**src/rtl/usart_cfg_pkg.sv**
```systemverilog
/*
 * Package for the serial transceiver command and line configuration block:
 * register offsets, field positions, mode codes and the carried struct.
 * Assumes a 32-bit AXI4-Lite register bus with byte addresses below 0x100.
 */
package usart_cfg_pkg;
	localparam logic [7:0] ADDR_CMD = 8'h00;
	localparam logic [7:0] ADDR_LINE = 8'h04;
	localparam logic [7:0] ADDR_STATUS = 8'h14;
	localparam logic [7:0] ADDR_WPROT = 8'he4;
	localparam logic [1:0] RESP_OKAY = 2'h0;
	localparam logic [1:0] RESP_SLVERR = 2'h2;
	// Command register bit positions.
	localparam int CMD_RX_RESET = 2;
	localparam int CMD_TX_RESET = 3;
	localparam int CMD_RX_EN = 4;
	localparam int CMD_RX_DIS = 5;
	localparam int CMD_TX_EN = 6;
	localparam int CMD_TX_DIS = 7;
	localparam int CMD_STATUS_CLR = 8;
	localparam int CMD_FORCE_SEL = 18;
	localparam int CMD_RELEASE_SEL = 19;
	// Line configuration field positions; the SPI view reuses some bits.
	localparam int LC_MODE = 0;
	localparam int LC_CLKSRC = 4;
	localparam int LC_CHAR_LENGTH_FIELD = 6;
	localparam int LC_SYNC_CPHA = 8;
	localparam int LC_PARITY = 9;
	localparam int LC_STOP = 12;
	localparam int LC_PATH = 14;
	localparam int LC_CPOL = 16;
	localparam int LC_NINE = 17;
	localparam int LC_CLOCK_OUTPUT_DRIVE = 18;
	localparam int LC_OVER = 19;
	localparam int LC_WAIT_FOR_READ_BEFORE_TX = 20;
	localparam int LC_FILTER = 28;
	localparam logic [31:0] LINE_WMASK = 32'h101f_ffff;
	localparam logic [31:0] LINE_RESET = 32'h0000_0000;
	// Status register bit positions.
	localparam int ST_OVERRUN = 5;
	localparam int ST_UNDERRUN = 10;
	localparam int ST_RX_ON = 16;
	localparam int ST_TX_ON = 17;
	localparam int WP_ENABLE = 0;
	localparam logic [3:0] MODE_SPI_MASTER = 4'he;
	localparam logic [3:0] MODE_SPI_SLAVE = 4'hf;
	localparam logic [1:0] SRC_PCLK = 2'h0;
	localparam logic [1:0] SRC_PCLK_DIV = 2'h1;
	localparam logic [1:0] SRC_EXT_SCK = 2'h3;
	localparam logic [2:0] DIV_LAST = 3'h7;
	localparam logic [1:0] CHAR_LENGTH_FIELD_8BIT = 2'h3;
	localparam logic [3:0] CHAR_MIN = 4'h5;
	localparam logic [3:0] CHAR_NINE = 4'h9;
	localparam logic [1:0] STOP_ONE_HALF = 2'h1;
	localparam logic [1:0] STOP_TWO = 2'h2;
	localparam logic [2:0] HALVES_1 = 3'h2;
	localparam logic [2:0] HALVES_15 = 3'h3;
	localparam logic [2:0] HALVES_2 = 3'h4;
	typedef enum logic [1:0] {PATH_NORMAL, PATH_ECHO, PATH_LOCAL, PATH_REMOTE} path_e;
	typedef struct packed {
		logic [3:0] mode;
		logic spi_master;
		logic spi_slave;
		logic [1:0] clk_src;
		logic [3:0] char_bits;
		logic sync;
		logic [2:0] parity;
		logic [2:0] stop_halves;
		path_e path;
		logic oversample8;
		logic filter_on;
		logic cpha;
		logic cpol;
		logic wait_rd;
	} line_cfg_s;
endpackage : usart_cfg_pkg

```
**src/rtl/usart_ctrl.sv**
```systemverilog
/*
 * Command strobes, line configuration and SPI select control of a serial
 * transceiver, behind an AXI4-Lite slave. Assumes the shifters, baud
 * generator and receiver sit outside and use the controls driven here;
 * all inputs except the asynchronous reset ARST_N are synchronous to CLK.
 */
`timescale 1ns/1ps
`default_nettype none
module usart_ctrl (
	input wire logic CLK,
	input wire logic ARST_N,
	input wire logic [7:0] S_AXI_AWADDR,
	input wire logic S_AXI_AWVALID,
	output logic S_AXI_AWREADY,
	input wire logic [31:0] S_AXI_WDATA,
	input wire logic [3:0] S_AXI_WSTRB,
	input wire logic S_AXI_WVALID,
	output logic S_AXI_WREADY,
	output logic [1:0] S_AXI_BRESP,
	output logic S_AXI_BVALID,
	input wire logic S_AXI_BREADY,
	input wire logic [7:0] S_AXI_ARADDR,
	input wire logic S_AXI_ARVALID,
	output logic S_AXI_ARREADY,
	output logic [31:0] S_AXI_RDATA,
	output logic [1:0] S_AXI_RRESP,
	output logic S_AXI_RVALID,
	input wire logic S_AXI_RREADY,
	input wire logic RXD,
	input wire logic TX_OUT,
	input wire logic XFER_ACTIVE,
	input wire logic TX_CHAR_WRITTEN,
	input wire logic RX_READY,
	input wire logic SAMPLE_TICK,
	input wire logic SCK_IN,
	input wire logic OVERRUN_EVENT,
	input wire logic UNDERRUN_EVENT,
	output logic TXD,
	output logic RX_IN,
	output logic RX_ENABLED,
	output logic TX_ENABLED,
	output logic RX_RESET,
	output logic TX_RESET,
	output logic TX_START,
	output logic BIT_TICK,
	output logic SCK_OUT,
	output logic SCK_OE,
	output logic SLAVE_SELECT_N,
	output logic OVERRUN_FLAG,
	output logic UNDERRUN_FLAG,
	output usart_cfg_pkg::line_cfg_s LINE_CFG
);
	typedef struct packed {
		logic awready;
		logic aw_got;
		logic [7:0] aw_addr;
		logic wready;
		logic w_got;
		logic [31:0] w_data;
		logic [3:0] w_strb;
		logic bvalid;
		logic [1:0] bresp;
		logic arready;
		logic rvalid;
		logic [31:0] rdata;
		logic [1:0] rresp;
		logic [31:0] line;
		logic wprot;
		logic rx_en;
		logic tx_en;
		logic rx_rst;
		logic tx_rst;
		logic ovr;
		logic unr;
		logic forced;
		usart_cfg_pkg::line_cfg_s cfg;
		logic [2:0] div_cnt;
		logic bit_tick;
		logic sck_prev;
		logic sck_out;
		logic sck_oe;
		logic nss_n;
		logic txd;
		logic rx_in;
		logic [2:0] filt;
		logic tx_pending;
		logic tx_start;
	} st_s;

	st_s st_q;
	st_s st_d;
	logic fire;
	logic [31:0] cmd;
	logic [31:0] bytemask;
	logic line_we;
	logic [7:0] rd_addr;
	logic [7:0] wr_addr;
	logic spi_mode;
	logic rx_major;
	assign wr_addr = {st_q.aw_addr[7:2], 2'h0};
	assign rd_addr = {S_AXI_ARADDR[7:2], 2'h0};
	assign fire = st_q.aw_got && st_q.w_got && !st_q.bvalid;
	assign bytemask = {{8{st_q.w_strb[3]}}, {8{st_q.w_strb[2]}},
		{8{st_q.w_strb[1]}}, {8{st_q.w_strb[0]}}};
	assign cmd = (fire && wr_addr == usart_cfg_pkg::ADDR_CMD) ? (st_q.w_data & bytemask) : '0;
	assign line_we = fire && wr_addr == usart_cfg_pkg::ADDR_LINE && !st_q.wprot;
	assign spi_mode = st_q.cfg.spi_master || st_q.cfg.spi_slave;
	assign rx_major = (st_q.filt[0] & st_q.filt[1]) | (st_q.filt[1] & st_q.filt[2])
		| (st_q.filt[0] & st_q.filt[2]);
	always_comb begin
		logic [31:0] ln;
		logic rx_src;
		logic spi_d;
		ln = '0;
		rx_src = 1'b0;
		spi_d = 1'b0;
		st_d = st_q;
		st_d.tx_rst = 1'b0;
		st_d.tx_start = 1'b0;
		// Write channel: address and data are taken in either order.
		if (S_AXI_AWVALID && st_q.awready) begin
			st_d.aw_got = 1'b1;
			st_d.aw_addr = S_AXI_AWADDR;
		end
		if (S_AXI_WVALID && st_q.wready) begin
			st_d.w_got = 1'b1;
			st_d.w_data = S_AXI_WDATA;
			st_d.w_strb = S_AXI_WSTRB;
		end
		if (fire) begin
			st_d.aw_got = 1'b0;
			st_d.w_got = 1'b0;
			st_d.bvalid = 1'b1;
			st_d.bresp = usart_cfg_pkg::RESP_OKAY;
			if (wr_addr != usart_cfg_pkg::ADDR_CMD && wr_addr != usart_cfg_pkg::ADDR_LINE
				&& wr_addr != usart_cfg_pkg::ADDR_STATUS
				&& wr_addr != usart_cfg_pkg::ADDR_WPROT) begin
				st_d.bresp = usart_cfg_pkg::RESP_SLVERR;
			end
			if (wr_addr == usart_cfg_pkg::ADDR_WPROT && st_q.w_strb[0]) begin
				st_d.wprot = st_q.w_data[usart_cfg_pkg::WP_ENABLE];
			end
		end else if (st_q.bvalid && S_AXI_BREADY) begin
			st_d.bvalid = 1'b0;
		end
		st_d.awready = !st_d.aw_got && !st_d.bvalid;
		st_d.wready = !st_d.w_got && !st_d.bvalid;
		// Read channel: one cycle from address to data.
		if (S_AXI_ARVALID && st_q.arready) begin
			st_d.rvalid = 1'b1;
			st_d.rresp = usart_cfg_pkg::RESP_OKAY;
			st_d.rdata = '0;
			case (rd_addr)
				usart_cfg_pkg::ADDR_CMD: st_d.rdata = '0;
				usart_cfg_pkg::ADDR_LINE: st_d.rdata = st_q.line;
				usart_cfg_pkg::ADDR_STATUS: begin
					st_d.rdata[usart_cfg_pkg::ST_OVERRUN] = st_q.ovr;
					st_d.rdata[usart_cfg_pkg::ST_UNDERRUN] = st_q.unr;
					st_d.rdata[usart_cfg_pkg::ST_RX_ON] = st_q.rx_en;
					st_d.rdata[usart_cfg_pkg::ST_TX_ON] = st_q.tx_en;
				end
				usart_cfg_pkg::ADDR_WPROT: st_d.rdata[usart_cfg_pkg::WP_ENABLE] = st_q.wprot;
				default: st_d.rresp = usart_cfg_pkg::RESP_SLVERR;
			endcase
		end else if (st_q.rvalid && S_AXI_RREADY) begin
			st_d.rvalid = 1'b0;
		end
		st_d.arready = !st_d.rvalid;
		// Command strobes; a zero bit leaves state alone.
		st_d.rx_rst = cmd[usart_cfg_pkg::CMD_RX_RESET];
		if (cmd[usart_cfg_pkg::CMD_TX_RESET]) begin
			st_d.tx_rst = 1'b1;
			st_d.tx_pending = 1'b0;
		end
		if (cmd[usart_cfg_pkg::CMD_RX_DIS]) begin
			st_d.rx_en = 1'b0;
		end else if (cmd[usart_cfg_pkg::CMD_RX_EN]) begin
			st_d.rx_en = 1'b1;
		end
		if (cmd[usart_cfg_pkg::CMD_TX_DIS]) begin
			st_d.tx_en = 1'b0;
		end else if (cmd[usart_cfg_pkg::CMD_TX_EN]) begin
			st_d.tx_en = 1'b1;
		end
		// Error flags: a new event wins over a clear in the same cycle.
		if (cmd[usart_cfg_pkg::CMD_STATUS_CLR]) begin
			st_d.ovr = 1'b0;
			if (spi_mode) begin
				st_d.unr = 1'b0;
			end
		end
		st_d.ovr = st_d.ovr || OVERRUN_EVENT;
		st_d.unr = st_d.unr || (UNDERRUN_EVENT && spi_mode);
		if (st_q.cfg.spi_master) begin
			if (cmd[usart_cfg_pkg::CMD_RELEASE_SEL]) begin
				st_d.forced = 1'b0;
			end else if (cmd[usart_cfg_pkg::CMD_FORCE_SEL]) begin
				st_d.forced = 1'b1;
			end
		end
		// Line configuration and its decoded view.
		if (line_we) begin
			st_d.line = (st_q.line & ~(bytemask & usart_cfg_pkg::LINE_WMASK))
				| (st_q.w_data & bytemask & usart_cfg_pkg::LINE_WMASK);
		end
		ln = st_d.line;
		st_d.cfg.mode = ln[usart_cfg_pkg::LC_MODE +: 4];
		st_d.cfg.spi_master = ln[usart_cfg_pkg::LC_MODE +: 4] == usart_cfg_pkg::MODE_SPI_MASTER;
		st_d.cfg.spi_slave = ln[usart_cfg_pkg::LC_MODE +: 4] == usart_cfg_pkg::MODE_SPI_SLAVE;
		spi_d = st_d.cfg.spi_master || st_d.cfg.spi_slave;
		st_d.cfg.clk_src = ln[usart_cfg_pkg::LC_CLKSRC +: 2];
		st_d.cfg.char_bits = usart_cfg_pkg::CHAR_MIN + {2'h0, ln[usart_cfg_pkg::LC_CHAR_LENGTH_FIELD +: 2]};
		if (spi_d) begin
			st_d.cfg.char_bits = usart_cfg_pkg::CHAR_MIN + {2'h0, usart_cfg_pkg::CHAR_LENGTH_FIELD_8BIT};
		end else if (ln[usart_cfg_pkg::LC_NINE]) begin
			st_d.cfg.char_bits = usart_cfg_pkg::CHAR_NINE;
		end
		st_d.cfg.sync = !spi_d && ln[usart_cfg_pkg::LC_SYNC_CPHA];
		st_d.cfg.cpha = spi_d && ln[usart_cfg_pkg::LC_SYNC_CPHA];
		st_d.cfg.cpol = spi_d && ln[usart_cfg_pkg::LC_CPOL];
		st_d.cfg.parity = spi_d ? 3'h0 : ln[usart_cfg_pkg::LC_PARITY +: 3];
		st_d.cfg.stop_halves = usart_cfg_pkg::HALVES_1;
		if (ln[usart_cfg_pkg::LC_STOP +: 2] == usart_cfg_pkg::STOP_TWO) begin
			st_d.cfg.stop_halves = usart_cfg_pkg::HALVES_2;
		end else if (ln[usart_cfg_pkg::LC_STOP +: 2] == usart_cfg_pkg::STOP_ONE_HALF
			&& !st_d.cfg.sync) begin
			st_d.cfg.stop_halves = usart_cfg_pkg::HALVES_15;
		end
		st_d.cfg.path = spi_d ? usart_cfg_pkg::PATH_NORMAL
			: usart_cfg_pkg::path_e'(ln[usart_cfg_pkg::LC_PATH +: 2]);
		st_d.cfg.oversample8 = ln[usart_cfg_pkg::LC_OVER];
		st_d.cfg.filter_on = ln[usart_cfg_pkg::LC_FILTER];
		st_d.cfg.wait_rd = spi_d && ln[usart_cfg_pkg::LC_WAIT_FOR_READ_BEFORE_TX];
		// Bit clock source selection.
		st_d.sck_prev = SCK_IN;
		st_d.bit_tick = 1'b0;
		case (st_q.cfg.clk_src)
			usart_cfg_pkg::SRC_PCLK: st_d.bit_tick = 1'b1;
			usart_cfg_pkg::SRC_PCLK_DIV: begin
				st_d.div_cnt = st_q.div_cnt + 3'h1;
				st_d.bit_tick = st_q.div_cnt == usart_cfg_pkg::DIV_LAST;
			end
			usart_cfg_pkg::SRC_EXT_SCK: st_d.bit_tick = SCK_IN && !st_q.sck_prev;
			default: st_d.bit_tick = 1'b0;
		endcase
		st_d.sck_oe = ln[usart_cfg_pkg::LC_CLOCK_OUTPUT_DRIVE]
			&& st_d.cfg.clk_src != usart_cfg_pkg::SRC_EXT_SCK;
		// In SPI master mode the clock rests at its polarity level outside transfers.
		if (st_q.cfg.spi_master && !XFER_ACTIVE) begin
			st_d.sck_out = st_q.cfg.cpol;
		end else if (st_q.bit_tick) begin
			st_d.sck_out = !st_q.sck_out;
		end
		st_d.nss_n = !(st_d.cfg.spi_master && (st_d.forced || XFER_ACTIVE));
		// Receive line filter and channel path.
		st_d.filt = SAMPLE_TICK ? {st_q.filt[1:0], RXD} : st_q.filt;
		rx_src = st_q.cfg.filter_on ? rx_major : RXD;
		case (st_q.cfg.path)
			usart_cfg_pkg::PATH_NORMAL: begin
				st_d.txd = TX_OUT;
				st_d.rx_in = rx_src;
			end
			usart_cfg_pkg::PATH_ECHO: begin
				st_d.txd = RXD;
				st_d.rx_in = rx_src;
			end
			usart_cfg_pkg::PATH_LOCAL: begin
				st_d.txd = 1'b1;
				st_d.rx_in = TX_OUT;
			end
			usart_cfg_pkg::PATH_REMOTE: begin
				st_d.txd = RXD;
				st_d.rx_in = 1'b1;
			end
			default: begin
				st_d.txd = 1'b1;
				st_d.rx_in = 1'b1;
			end
		endcase
		// Transmit start waits for the receive holding data to be read when wait_rd is set (SPI mode only).
		st_d.tx_pending = st_d.tx_pending || (TX_CHAR_WRITTEN && st_q.tx_en);
		if (st_q.tx_pending && st_q.tx_en && !st_q.tx_rst
			&& !(st_q.cfg.wait_rd && RX_READY)) begin
			st_d.tx_start = 1'b1;
			st_d.tx_pending = 1'b0;
		end
	end
	always_ff @(posedge CLK or negedge ARST_N) begin
		if (!ARST_N) begin
			st_q <= '0;
			st_q.awready <= 1'b1;
			st_q.wready <= 1'b1;
			st_q.arready <= 1'b1;
			st_q.line <= usart_cfg_pkg::LINE_RESET;
			st_q.cfg.char_bits <= usart_cfg_pkg::CHAR_MIN;
			st_q.cfg.stop_halves <= usart_cfg_pkg::HALVES_1;
			st_q.nss_n <= 1'b1;
			st_q.txd <= 1'b1;
			st_q.rx_in <= 1'b1;
		end else begin
			st_q <= st_d;
		end
	end
	assign S_AXI_AWREADY = st_q.awready;
	assign S_AXI_WREADY = st_q.wready;
	assign S_AXI_BVALID = st_q.bvalid;
	assign S_AXI_BRESP = st_q.bresp;
	assign S_AXI_ARREADY = st_q.arready;
	assign S_AXI_RVALID = st_q.rvalid;
	assign S_AXI_RDATA = st_q.rdata;
	assign S_AXI_RRESP = st_q.rresp;
	assign TXD = st_q.txd;
	assign RX_IN = st_q.rx_in;
	assign RX_ENABLED = st_q.rx_en;
	assign TX_ENABLED = st_q.tx_en;
	assign RX_RESET = st_q.rx_rst;
	assign TX_RESET = st_q.tx_rst;
	assign TX_START = st_q.tx_start;
	assign BIT_TICK = st_q.bit_tick;
	assign SCK_OUT = st_q.sck_out;
	assign SCK_OE = st_q.sck_oe;
	assign SLAVE_SELECT_N = st_q.nss_n;
	assign OVERRUN_FLAG = st_q.ovr;
	assign UNDERRUN_FLAG = st_q.unr;
	assign LINE_CFG = st_q.cfg;
endmodule : usart_ctrl
`default_nettype wire

```
**config.mk**
```make
export PLATFORM = sky130hd
export DESIGN_NAME = usart_ctrl
export DESIGN_NICKNAME = d
export VERILOG_FILES = /design/src/rtl/usart_cfg_pkg.sv /design/src/rtl/usart_ctrl.sv
export SDC_FILE = /design/constraint.sdc
export NUM_CORES = 1
export LEC_CHECK = 0
export ABC_AREA = 1
export ABC_CLOCK_PERIOD_IN_PS = 3600
export BUFFER_PORTS_ARGS = -buffer_cell sky130_fd_sc_hd__buf_2
export CAP_MARGIN = 20
export CORE_ASPECT_RATIO = 1.4
export CORE_MARGIN = 2
export CORE_UTILIZATION = 50
export DETAILED_ROUTE_END_ITERATION = 8
export PLACE_DENSITY = 0.82
export SKIP_LAST_GASP = 1
export SLEW_MARGIN = 20
export SYNTH_ARGS = -nofsm -noshare
export SYNTH_HDL_FRONTEND = slang
export SYNTH_SLANG_ARGS = --single-unit
```
**constraint.sdc**
```tcl
create_clock -name CLK -period 3.6 [get_ports CLK]
set_input_delay 0.72 -clock CLK [delete_from_list [all_inputs] [get_ports CLK]]
set_output_delay 0.72 -clock CLK [all_outputs]
set_load 0.05 [all_outputs]
```
==> results of run 1 <==
-- power by group --
| part | switching [W] | internal, W |
|---|---|---|
| clock | 0.000595 | 0.00101 |
| combinational | 0.000629 | 0.000234 |
| sequential | 0.000196 | 0.00168 |
-- routing by layer --
metal / part of all wire / GRT usage / vias up
li1: - / - / 2015
met1: 0.41 / 0.274 / 1981
met2: 0.49 / 0.352 / 173
met3: 0.062 / 0.0527 / 30
met4: 0.033 / 0.112 / 0
met5: 0 / 0 / -
-- stage by stage --
stage	total power (W)	setup slack, ns	instances	hold slack, ns
after CTS	0.00438	1.61	847	0.392
final	0.00435	1.60	848	0.367
after global routing	0.00457	1.43	848	0.427
after global placement	0.00272	1.51	815	0.407
after floorplan	0.00255	1.86	627	0.424
after detailed placement	0.00276	1.43	815	0.418
-- worst max path at each step --
| stage | depth (start not counted) | slack, ns | endpoint | startpoint |
|---|---|---|---|---|
| final | 9 | 1.60 | LINE_CFG[15] | st_q[156] |
| after global routing | 9 | 1.43 | SLAVE_SELECT_N | st_q[166] |
| after CTS | 9 | 1.61 | LINE_CFG[15] | st_q[166] |
| after detailed placement | 8 | 1.43 | S_AXI_RDATA[17] | S_AXI_ARADDR[3] |
| after global placement | 8 | 1.51 | S_AXI_RDATA[0] | S_AXI_ARADDR[3] |
| after floorplan | 9 | 1.86 | LINE_CFG[15] | S_AXI_BVALID |
-- registers in the layout, summed over array words and instances, names as in the netlist, 4 cells and up, named ones only --
register and count:
bytemask 4, LINE_CFG 22, S_AXI_RDATA 22, st_q 56
-- area by class of cell --
type                    count  area, µm²
clock buffers              20        437
clock inverters            12        123
multi-input cells         361       1640
inverters                  63        236
fillers                   933       4390
flip-flops and latches    126       3160
well taps                 141        176
repair buffers            124        643
diodes                      1       2.50
-- synthesized netlist by cell type --
library cell	count
a211oi_1	1
a21o_1	1
a21oi_1	24
a21oi_2	1
a22oi_1	1
a31oi_1	2
buf_1	1
buf_2	1
buf_4	62
buf_6	2
clkbuf_1	11
conb_1	1
dfrtp_1	117
dfstp_2	9
ha_1	3
inv_1	62
inv_2	1
mux2_2	1
mux2i_1	1
nand2_1	190
nand2_2	4
nand3_1	23
nand3_4	1
nand3b_1	1
nand4_1	4
nor2_1	34
nor2_2	1
nor2_4	1
nor2b_1	1
nor3_1	3
nor3_2	1
nor4_1	2
o2111ai_1	1
o21a_1	1
o21ai_0	33
o21ai_1	2
o21ai_2	1
o22ai_1	1
o31ai_1	7
xor2_1	2
-- logic make-up after synthesis --
kind of cell,Yosys count
flip-flops,126
AND/OR/NAND/NOR,266
AO/OA/AOI/OAI,76
buffers and inverters,140
multiplexers,2
XOR/XNOR,2
other,1
adder cells (fa/ha/maj),3
==> flow_summary_export.csv, run 1 <==
group,metric,value,unit
cts,numCtsBuffers,17,
cts,htree_num_levels,4,
sta,max_freq,0.499,GHz
floorplan,ioPinCount,148,
cts,clock_sinks,126,
yosys,synthMuxAreaShare,0.00384,
sta,post-route-period-util,0.556,
cts,postCtsSetupRepairBufs,0,
cts,ctsRootBufferMaster,"clkbuf_16",
detailed_routing,routed_via_density,4.95,
finish,design_area,0.00642,mm²
yosys,synth_top_family_by_area,"simple AND/OR/NAND/NOR gates",
finish,final_nets,764,
floorplan,rows,45,
finish,syn2layout_area_growth,16.0,%
sta,max_slew_margin,0.497,
finish,final_util,0.594,
critical_path,rr_worst_depth,9,
detailed_routing,ant_nets,0,
sta,slew_violations,0,
yosys,yosys.area_share.simple,0.197,
critical_path,worstSetupPathType,"flip-flop to flip-flop",
sta,setup_violations,0,
power_and_ir_drop,power_density,678,mW/mm²
global_route,grt_max_degree,68,
finish,final_common_cell,"nand2_1",
yosys,synthTopCellsByArea,"dfrtp_1 (53%), nand2_1 (13%), buf_4 (8.4%)",
global_route,grt_use_total,0.218,
power_and_ir_drop,peakVddDrop,0.496,mV
detailed_routing,drc,0,
detailed_routing,drt-total-wl,12.2,mm
critical_path,crit_family,"simple AND/OR/NAND/NOR gates",
global_route,grt_pass1_wl,20.0,mm
yosys,syn_avg_cell_area,8.98,µm²
critical_path,r2r-start,"st_q[156]",
detailed_routing,drtIter0Drc,318,
run_status,outcome,"finished clean",
sta,worst_pin_slew,0.754,ns
placed_design,port_buffers,121,
floorplan,die_x,92.9,µm
critical_path,rr_endpoint,"LINE_CFG[15]",
critical_path,cp_slowest_stage_delay,0.47,ns
min_path,hold_class,"input port to async pin",
detailed_routing,drtPass1Iterations,5,
finish,drive_above_1_share,0.246,
yosys,synth_compound_gate_area_share,0.0764,
sta,hold_violations,0,
floorplan,fp.dieH,128,µm
detailed_routing,routed-via-count,4199,
yosys,yosysTopAreaCell,"dfrtp_1",
yosys,yosysSeqAreaShare,0.572,
floorplan,fp.coreArea,0.0108,mm²
yosys,yosys.cell_types.count,40,
finish,final_cell_mix,"nand2_1 (190), buf_2 (120), dfrtp_1 (117)",
critical_path,cp_data_arrival_time,2.31,ns
critical_path,crit_fanout,11,
yosys,synth_xor_xnor_area_share,0.00317,
yosys,syn_inst,616,
sta,rsz0062_at_grt,"false",
critical_path,r2r_slack,1.60,ns
placed_design,gp_congestion,0.867,
critical_path,crit_slowest_cell,"nor2_2",
yosys,synth_top_area_share,0.529,
critical_path,path_cells,"nand2_1 > nor2_4 > nand2_2 > nor2_2 > nand3_1 > nand2_1 > ha_1 > nand3_1 > inv_1",
global_route,antenna_found_initial,1,
yosys,ys.warnings.count,0,
cts,clock_path_buffers,2,
critical_path,critPathCaptureType,"flip-flop",
global_route,grt-ovfl-total,0,
cts,hold_buffers,0,
placed_design,dpl_cell_area,0.00586,mm²
power_and_ir_drop,p_leak,3.54,nW
cts,tritoncts,"done",
placed_design,hpwlAfterDp,8.76,mm
yosys,synth_seq_cells,126,
yosys,synth_fa_ha_area_frac,0.00678,
sta,finalClockSkew,0.00815,ns
cts,path_clk_slew,0.05,ns
cts,cts_resized,0,
detailed_routing,routedWlPerCell,14.4,µm
critical_path,critPathRequiredTime,3.91,ns
critical_path,critPathLaunchType,"flip-flop",
floorplan,dieArea,0.0119,mm²
flow_run,drv_cap,0,
critical_path,path_buf_inv,1,
sta,fin_crit,2.00,ns
sta,final.setup.tns,0,ns
global_route,grt_pass1_vias,4171,
yosys,syn-cell-area,0.00553,mm²
floorplan,initial_core_util,0.512,
cts,insertion_delay,0.42,ns
Power figures use the tool's default switching activity.
==> inputs of run 2 (changes only) <==
--- a/config.mk
+++ b/config.mk
@@ -6,7 +6,7 @@
 export NUM_CORES = 1
 export LEC_CHECK = 0
 export ABC_AREA = 1
-export ABC_CLOCK_PERIOD_IN_PS = 3600
+export ABC_CLOCK_PERIOD_IN_PS = 1900
 export BUFFER_PORTS_ARGS = -buffer_cell sky130_fd_sc_hd__buf_2
 export CAP_MARGIN = 20
 export CORE_ASPECT_RATIO = 1.4
==> constraint.sdc (replaced) <==
create_clock -name CLK -period 1.9 [get_ports CLK]
set_input_delay 0.38 -clock CLK [delete_from_list [all_inputs] [get_ports CLK]]
set_output_delay 0.38 -clock CLK [all_outputs]
set_load 0.05 [all_outputs]
==> run 2 against run 1 <==
Via count rose by 2.2%. Sequential power grew 89%. Routed wire length rose by 5.0%. Largest cell class unchanged. Highest routed layer unchanged.
==> flow_summary_export.csv, run 2 (synthesis gave the netlist of run 1 again) <==
group,metric,value,unit
run_status,outcome,"finished clean",
cts,postCtsSetupRepairBufs,0,
power_and_ir_drop,seq_power_share,0.416,
power_and_ir_drop,p_clk_frac,0.378,
cts,numCtsBuffers,17,
finish,largest_register_ffs,56,
power_and_ir_drop,power.total,0.00856,W
detailed_routing,ant_nets,0,
cts,path_clk_slew,0.06,ns
sta,slew_violations,0,
critical_path,cp_data_arrival_time,2.15,ns
sta,hold_violations,0,
critical_path,worstSetupStartpoint,"st_q[161]",
floorplan,ioPinCount,148,
cts,clock_sinks,126,
sta,final.setup.tns,0,ns
sta,worst_pin_slew,0.495,ns
finish,syn2layout_area_growth,19.1,%
detailed_routing,drc,0,
global_route,grt_max_degree,43,
min_path,worstHoldPathCells,1,
cts,ctsRootBufferMaster,"clkbuf_16",
finish,final_cell_mix,"nand2_1 (188), buf_2 (120), dfrtp_1 (117)",
critical_path,rr_worst_depth,10,
global_route,grt_use_total,0.221,
finish,regArea,0.00316,mm²
power_and_ir_drop,power_density,1300,mW/mm²
power_and_ir_drop,p_comb_frac,0.205,
critical_path,critPathLaunchType,"flip-flop",
global_route,antenna_found_initial,0,
sta,max_slew_margin,0.667,
sta,post-route-period-util,0.970,
cts,htree_num_levels,4,
finish,multiInputGateArea,0.00166,mm²
finish,top_register,"st_q",
power_and_ir_drop,p_leak,3.62,nW
finish,fill_cells,892,
floorplan,dieArea,0.0119,mm²
global_route,grt_pass1_vias,4274,
finish,final_common_cell,"nand2_1",
critical_path,critPathRequiredTime,2.21,ns
floorplan,fp.dieH,128,µm
sta,fin_crit,1.84,ns
placed_design,gp_congestion,0.885,
detailed_routing,drtIter0Drc,304,
floorplan,fp.coreArea,0.0108,mm²
critical_path,r2r-start,"st_q[161]",
finish,layout.cells.non_filler,860,
floorplan,initial_core_util,0.512,
critical_path,r2r_slack,0.06,ns
sta,max_freq,0.543,GHz
sta,setup_violations,0,
placed_design,port_buffers,121,
critical_path,cp-endpoint,"LINE_CFG[10]",
critical_path,worstSetupPathType,"flip-flop to flip-flop",
finish,drive_above_1_share,0.264,
detailed_routing,drt-total-wl,12.8,mm
finish,num_antenna_cells,0,
cts,tritoncts,"done",
power_and_ir_drop,power.switching,0.00274,W
flow_run,drv_cap,0,
placed_design,hpwlAfterDp,8.93,mm
sta,finalClockSkew,0.00953,ns
detailed_routing,routed_via_density,4.99,
min_path,hold_class,"input port to flip-flop",
detailed_routing,routed-via-count,4293,
power_and_ir_drop,p_int,0.00582,W
finish,final_nets,777,
finish,final_util,0.610,
detailed_routing,routedWlPerCell,14.9,µm
global_route,grt-ovfl-total,0,
floorplan,rows,45,
cts,clock_path_buffers,2,
critical_path,rr_endpoint,"LINE_CFG[10]",
cts,insertion_delay,0.42,ns
critical_path,critPathCaptureType,"flip-flop",
critical_path,crit_fanout,7,
floorplan,die_x,92.9,µm
detailed_routing,drtPass1Iterations,5,
power_and_ir_drop,power_switching_share,0.320,
placed_design,post-place-cells,826,
global_route,grt_pass1_wl,20.4,mm
power_and_ir_drop,peakVddDrop,0.881,mV
run 2: timing repair:
action / 4_1_cts / 5_1_grt
endpoints found under the setup margin: 0 / 12
hold endpoints to repair: 28 / 0
gates resized for setup: 0 / 6
hold buffers: 1 / 0
run 2: area by class of cell:
| class | count | share of cell area |
|---|---|---|
| repair buffers | 136 | 0.114 |
| flip-flops and latches | 126 | 0.480 |
| multi-input cells | 362 | 0.253 |
| well taps | 141 | 0.0268 |
| inverters | 63 | 0.0359 |
| clock inverters | 5 | 0.0118 |
| clock buffers | 27 | 0.0794 |
run 2: how the worst min path moves through the flow:
stage,start,endpoint,slack (ns)
after floorplan,ARST_N,BIT_TICK,0.08
after global placement,ARST_N,st_q[162],0.35
after detailed placement,ARST_N,st_q[162],0.35
after CTS,SCK_IN,st_q[10],0.08
after global routing,SCK_IN,st_q[10],0.08
final,SCK_IN,st_q[10],0.09
run 2: worst max-delay path, stage by stage (launching register included):
cell and delay (ns):
dfrtp_1 0.40, inv_1 0.13, nand2_1 0.10, nor2_1 0.12, nand3_1 0.22, nand2_1 0.12, nand2_1 0.06, inv_1 0.18
nand3_2 0.24, nand2_1 0.13, inv_1 0.05
run 2: power groups by stage:
stage	Sequential [W]	Clock (W)	Combinational, W
floorplan	0.00364	0	0.00119
global placement	0.00355	0	0.00166
detailed placement	0.00358	0	0.00172
CTS	0.00355	0.00326	0.00174
global route	0.00362	0.00340	0.00195
finish	0.00356	0.00324	0.00176
run 2: routing by layer:
metal  vias up  wire length (µm)  global-route usage
met4         0               382               0.105
met3        33               755              0.0474
met2       183              6450               0.366
li1       2042                 -                   -
met5         -                 0                   0
met1      2035              5210               0.276
run 2: through the flow:
step / setup slack, ns / area (µm²) / hold slack [ns]
final: 0.0577 / 6590 / 0.0867
after global routing: -0.0188 / 6590 / 0.0835
after CTS: 0.0109 / 6560 / 0.0780
after detailed placement: 0.0326 / 5950 / 0.351
after global placement: 0.136 / 5950 / 0.347
after floorplan: 0.158 / 5580 / 0.0844
==> inputs of run 3 (changes only) <==
--- a/config.mk
+++ b/config.mk
@@ -6,14 +6,12 @@
 export NUM_CORES = 1
 export LEC_CHECK = 0
 export ABC_AREA = 1
-export ABC_CLOCK_PERIOD_IN_PS = 1900
 export BUFFER_PORTS_ARGS = -buffer_cell sky130_fd_sc_hd__buf_2
 export CAP_MARGIN = 20
 export CORE_ASPECT_RATIO = 1.4
-export CORE_MARGIN = 2
-export CORE_UTILIZATION = 50
+export CORE_UTILIZATION = 47
 export DETAILED_ROUTE_END_ITERATION = 8
-export PLACE_DENSITY = 0.82
+export PLACE_DENSITY = 0.81
 export SKIP_LAST_GASP = 1
 export SLEW_MARGIN = 20
 export SYNTH_ARGS = -nofsm -noshare
==> constraint.sdc (replaced) <==
create_clock -name CLK -period 1.5 [get_ports CLK]
set_input_delay 0.3 -clock CLK [delete_from_list [all_inputs] [get_ports CLK]]
set_output_delay 0.3 -clock CLK [all_outputs]
set_load 0.05 [all_outputs]
==> run 3 against run 2 <==
The run now ends with negative setup slack left. Global-route usage down 0.15 points. Sequential share of layout area down 3.5 points. Total power up 32%. Non-clock buffer count up 43. Cell area up 8.0%. Critical path depth down 1. Die area up 2.4%. Largest cell class unchanged. Largest power group unchanged.
==> flow_summary_export.csv, run 3 (synthesis gave the netlist of run 1 again) <==
group,metric,value,unit
critical_path,worstSetupPathType,"flip-flop to flip-flop",
cts,numCtsBuffers,17,
sta,rsz0062_at_grt,"true",
detailed_routing,routedWlPerCell,14.5,µm
detailed_routing,drtPass1Iterations,5,
global_route,grt-ovfl-total,0,
placed_design,gp_congestion,0.813,
power_and_ir_drop,p_leak,3.85,nW
floorplan,fp.coreArea,0.0114,mm²
sta,max_freq,0.616,GHz
global_route,grt_use_total,0.219,
sta,whs,0.0268,ns
sta,slew_violations,0,
sta,max_slew_margin,0.672,
finish,design_area,0.00711,mm²
cts,clock_sinks,126,
run_status,outcome,"finished with violations",
critical_path,crit_fanout,4,
detailed_routing,routed-via-count,4447,
finish,syn2layout_area_growth,28.6,%
critical_path,crit_slowest_cell,"dfrtp_1",
finish,final_util,0.624,
placed_design,post-place-cells,861,
power_and_ir_drop,seq_power_share,0.403,
detailed_routing,routed_via_density,4.91,
sta,fin_ws,-0.124,ns
sta,fin_crit,1.62,ns
floorplan,dieArea,0.0122,mm²
finish,num_antenna_cells,0,
detailed_routing,drc,0,
power_and_ir_drop,p_clk_frac,0.343,
power_and_ir_drop,power.total,0.0113,W
power_and_ir_drop,p_comb_frac,0.254,
global_route,antenna_found_initial,0,
finish,layout.cells.non_filler,906,
critical_path,critPathRequiredTime,1.80,ns
critical_path,path_cells,"inv_2 > nand2_2 > nor2_1 > nand3_2 > buf_4 > o21ai_1 > ha_1 > nand3_2 > inv_1",
cts,insertion_delay,0.41,ns
finish,drive_above_1_share,0.354,
power_and_ir_drop,power_density,1590,mW/mm²
floorplan,rows,46,
power_and_ir_drop,power_switching_share,0.323,
critical_path,crit_family,"flip-flops",
placed_design,port_buffers,121,
critical_path,path_buf_inv,3,
global_route,grt_pass1_wl,20.1,mm
sta,post-route-period-util,1.08,
finish,final_common_cell,"nand2_1",
critical_path,r2r_slack,-0.12,ns
run_status,violations,"negative setup slack",
finish,largest_register_ffs,56,
sta,worst_pin_slew,0.488,ns
cts,ctsRootBufferMaster,"clkbuf_16",
placed_design,hpwlAfterDp,9.14,mm
finish,final_cell_mix,"nand2_1 (176), dfrtp_1 (116), buf_2 (115)",
cts,clock_path_buffers,2,
floorplan,die_x,93.7,µm
power_and_ir_drop,p_int,0.00764,W
cts,path_clk_slew,0.05,ns
floorplan,ioPinCount,148,
power_and_ir_drop,power.switching,0.00364,W
critical_path,cp_data_arrival_time,1.93,ns
flow_run,drv_cap,0,
placed_design,dpl_cell_area,0.00624,mm²
sta,hold_violations,0,
sta,finalClockSkew,0.0104,ns
floorplan,initial_core_util,0.486,
critical_path,cp_slowest_stage_delay,0.42,ns
critical_path,critPathCaptureType,"flip-flop",
detailed_routing,drtIter0Drc,249,
cts,htree_num_levels,4,
min_path,hold_class,"input port to flip-flop",
critical_path,cpMostUsedCell,"nand3_2",
critical_path,critPathLaunchType,"flip-flop",
detailed_routing,drt-total-wl,13.1,mm
cts,tritoncts,"done",
detailed_routing,ant_nets,0,
finish,top_register,"st_q",
sta,setup_violations,32,
floorplan,fp.dieH,130,µm
global_route,grt_max_degree,46,
finish,final_nets,820,
power_and_ir_drop,peakVddDrop,1.04,mV
global_route,grt_pass1_vias,4173,
finish,fill_cells,916,
-- run 3: cell type report --
type / count / area, µm² / area share
repair buffers: 179 / 1120 / 0.157
clock inverters: 7 / 87.6 / 0.0123
multi-input cells: 362 / 1850 / 0.260
flip-flops and latches: 126 / 3170 / 0.445
well taps: 144 / 180 / 0.0253
inverters: 63 / 236 / 0.0332
clock buffers: 25 / 475 / 0.0668
-- run 3: through the flow --
step / TNS (ns) / setup WS (ns)
2_1_floorplan: -0.453 / -0.0604
3_3_place_gp: -2.92 / -0.151
3_5_place_dp: -4.40 / -0.194
4_1_cts: -0.431 / -0.0822
5_1_grt: -4.45 / -0.203
6_report: -1.94 / -0.124
-- run 3: power groups by stage --
stage	Sequential [W]	Clock, W	Combinational (W)
2_1_floorplan	0.00462	0	0.00152
3_3_place_gp	0.00449	0	0.00253
3_5_place_dp	0.00452	0	0.00259
4_1_cts	0.00451	0.00391	0.00276
5_1_grt	0.00461	0.00406	0.00314
6_report	0.00454	0.00387	0.00287
-- run 3: metal layers --
layer / global-route usage / routed length [µm] / vias up
li1: - / - / 2135
met1: 0.267 / 5210 / 2116
met2: 0.379 / 6850 / 172
met3: 0.0411 / 699 / 24
met4: 0.0959 / 353 / 0
met5: 0 / 0 / -
-- run 3: worst paths after layout --
check                                      to    startpoint  cells after the start
worst max-delay path             LINE_CFG[15]     st_q[161]                      9
worst min-delay path                 st_q[10]        SCK_IN                      1
worst max register to register   LINE_CFG[15]     st_q[161]                      9
worst min register to register  S_AXI_ARREADY  S_AXI_RVALID                      1
max in group asynchronous       S_AXI_AWREADY        ARST_N                      3
min in group asynchronous        LINE_CFG[10]        ARST_N                      2
-- run 3: worst register-to-register path: stages (launching register included) --
cell and delay, ns:
dfrtp_1 0.42, inv_2 0.10, nand2_2 0.05, nor2_1 0.13
nand3_2 0.10, buf_4 0.17, o21ai_1 0.19, ha_1 0.27
nand3_2 0.06, inv_1 0.04
-- run 3: what timing repair did --
| action | 4_1_cts | 5_1_grt |
|---|---|---|
| gates cloned | 1 | 0 |
| pin swaps | 15 | 15 |
| endpoints found under the setup margin | 35 | 43 |
| hold buffers | 1 | 0 |
| resized for setup | 35 | 29 |
| endpoints found under the hold margin | 19 | 0 |
| buffers inserted | 5 | 6 |
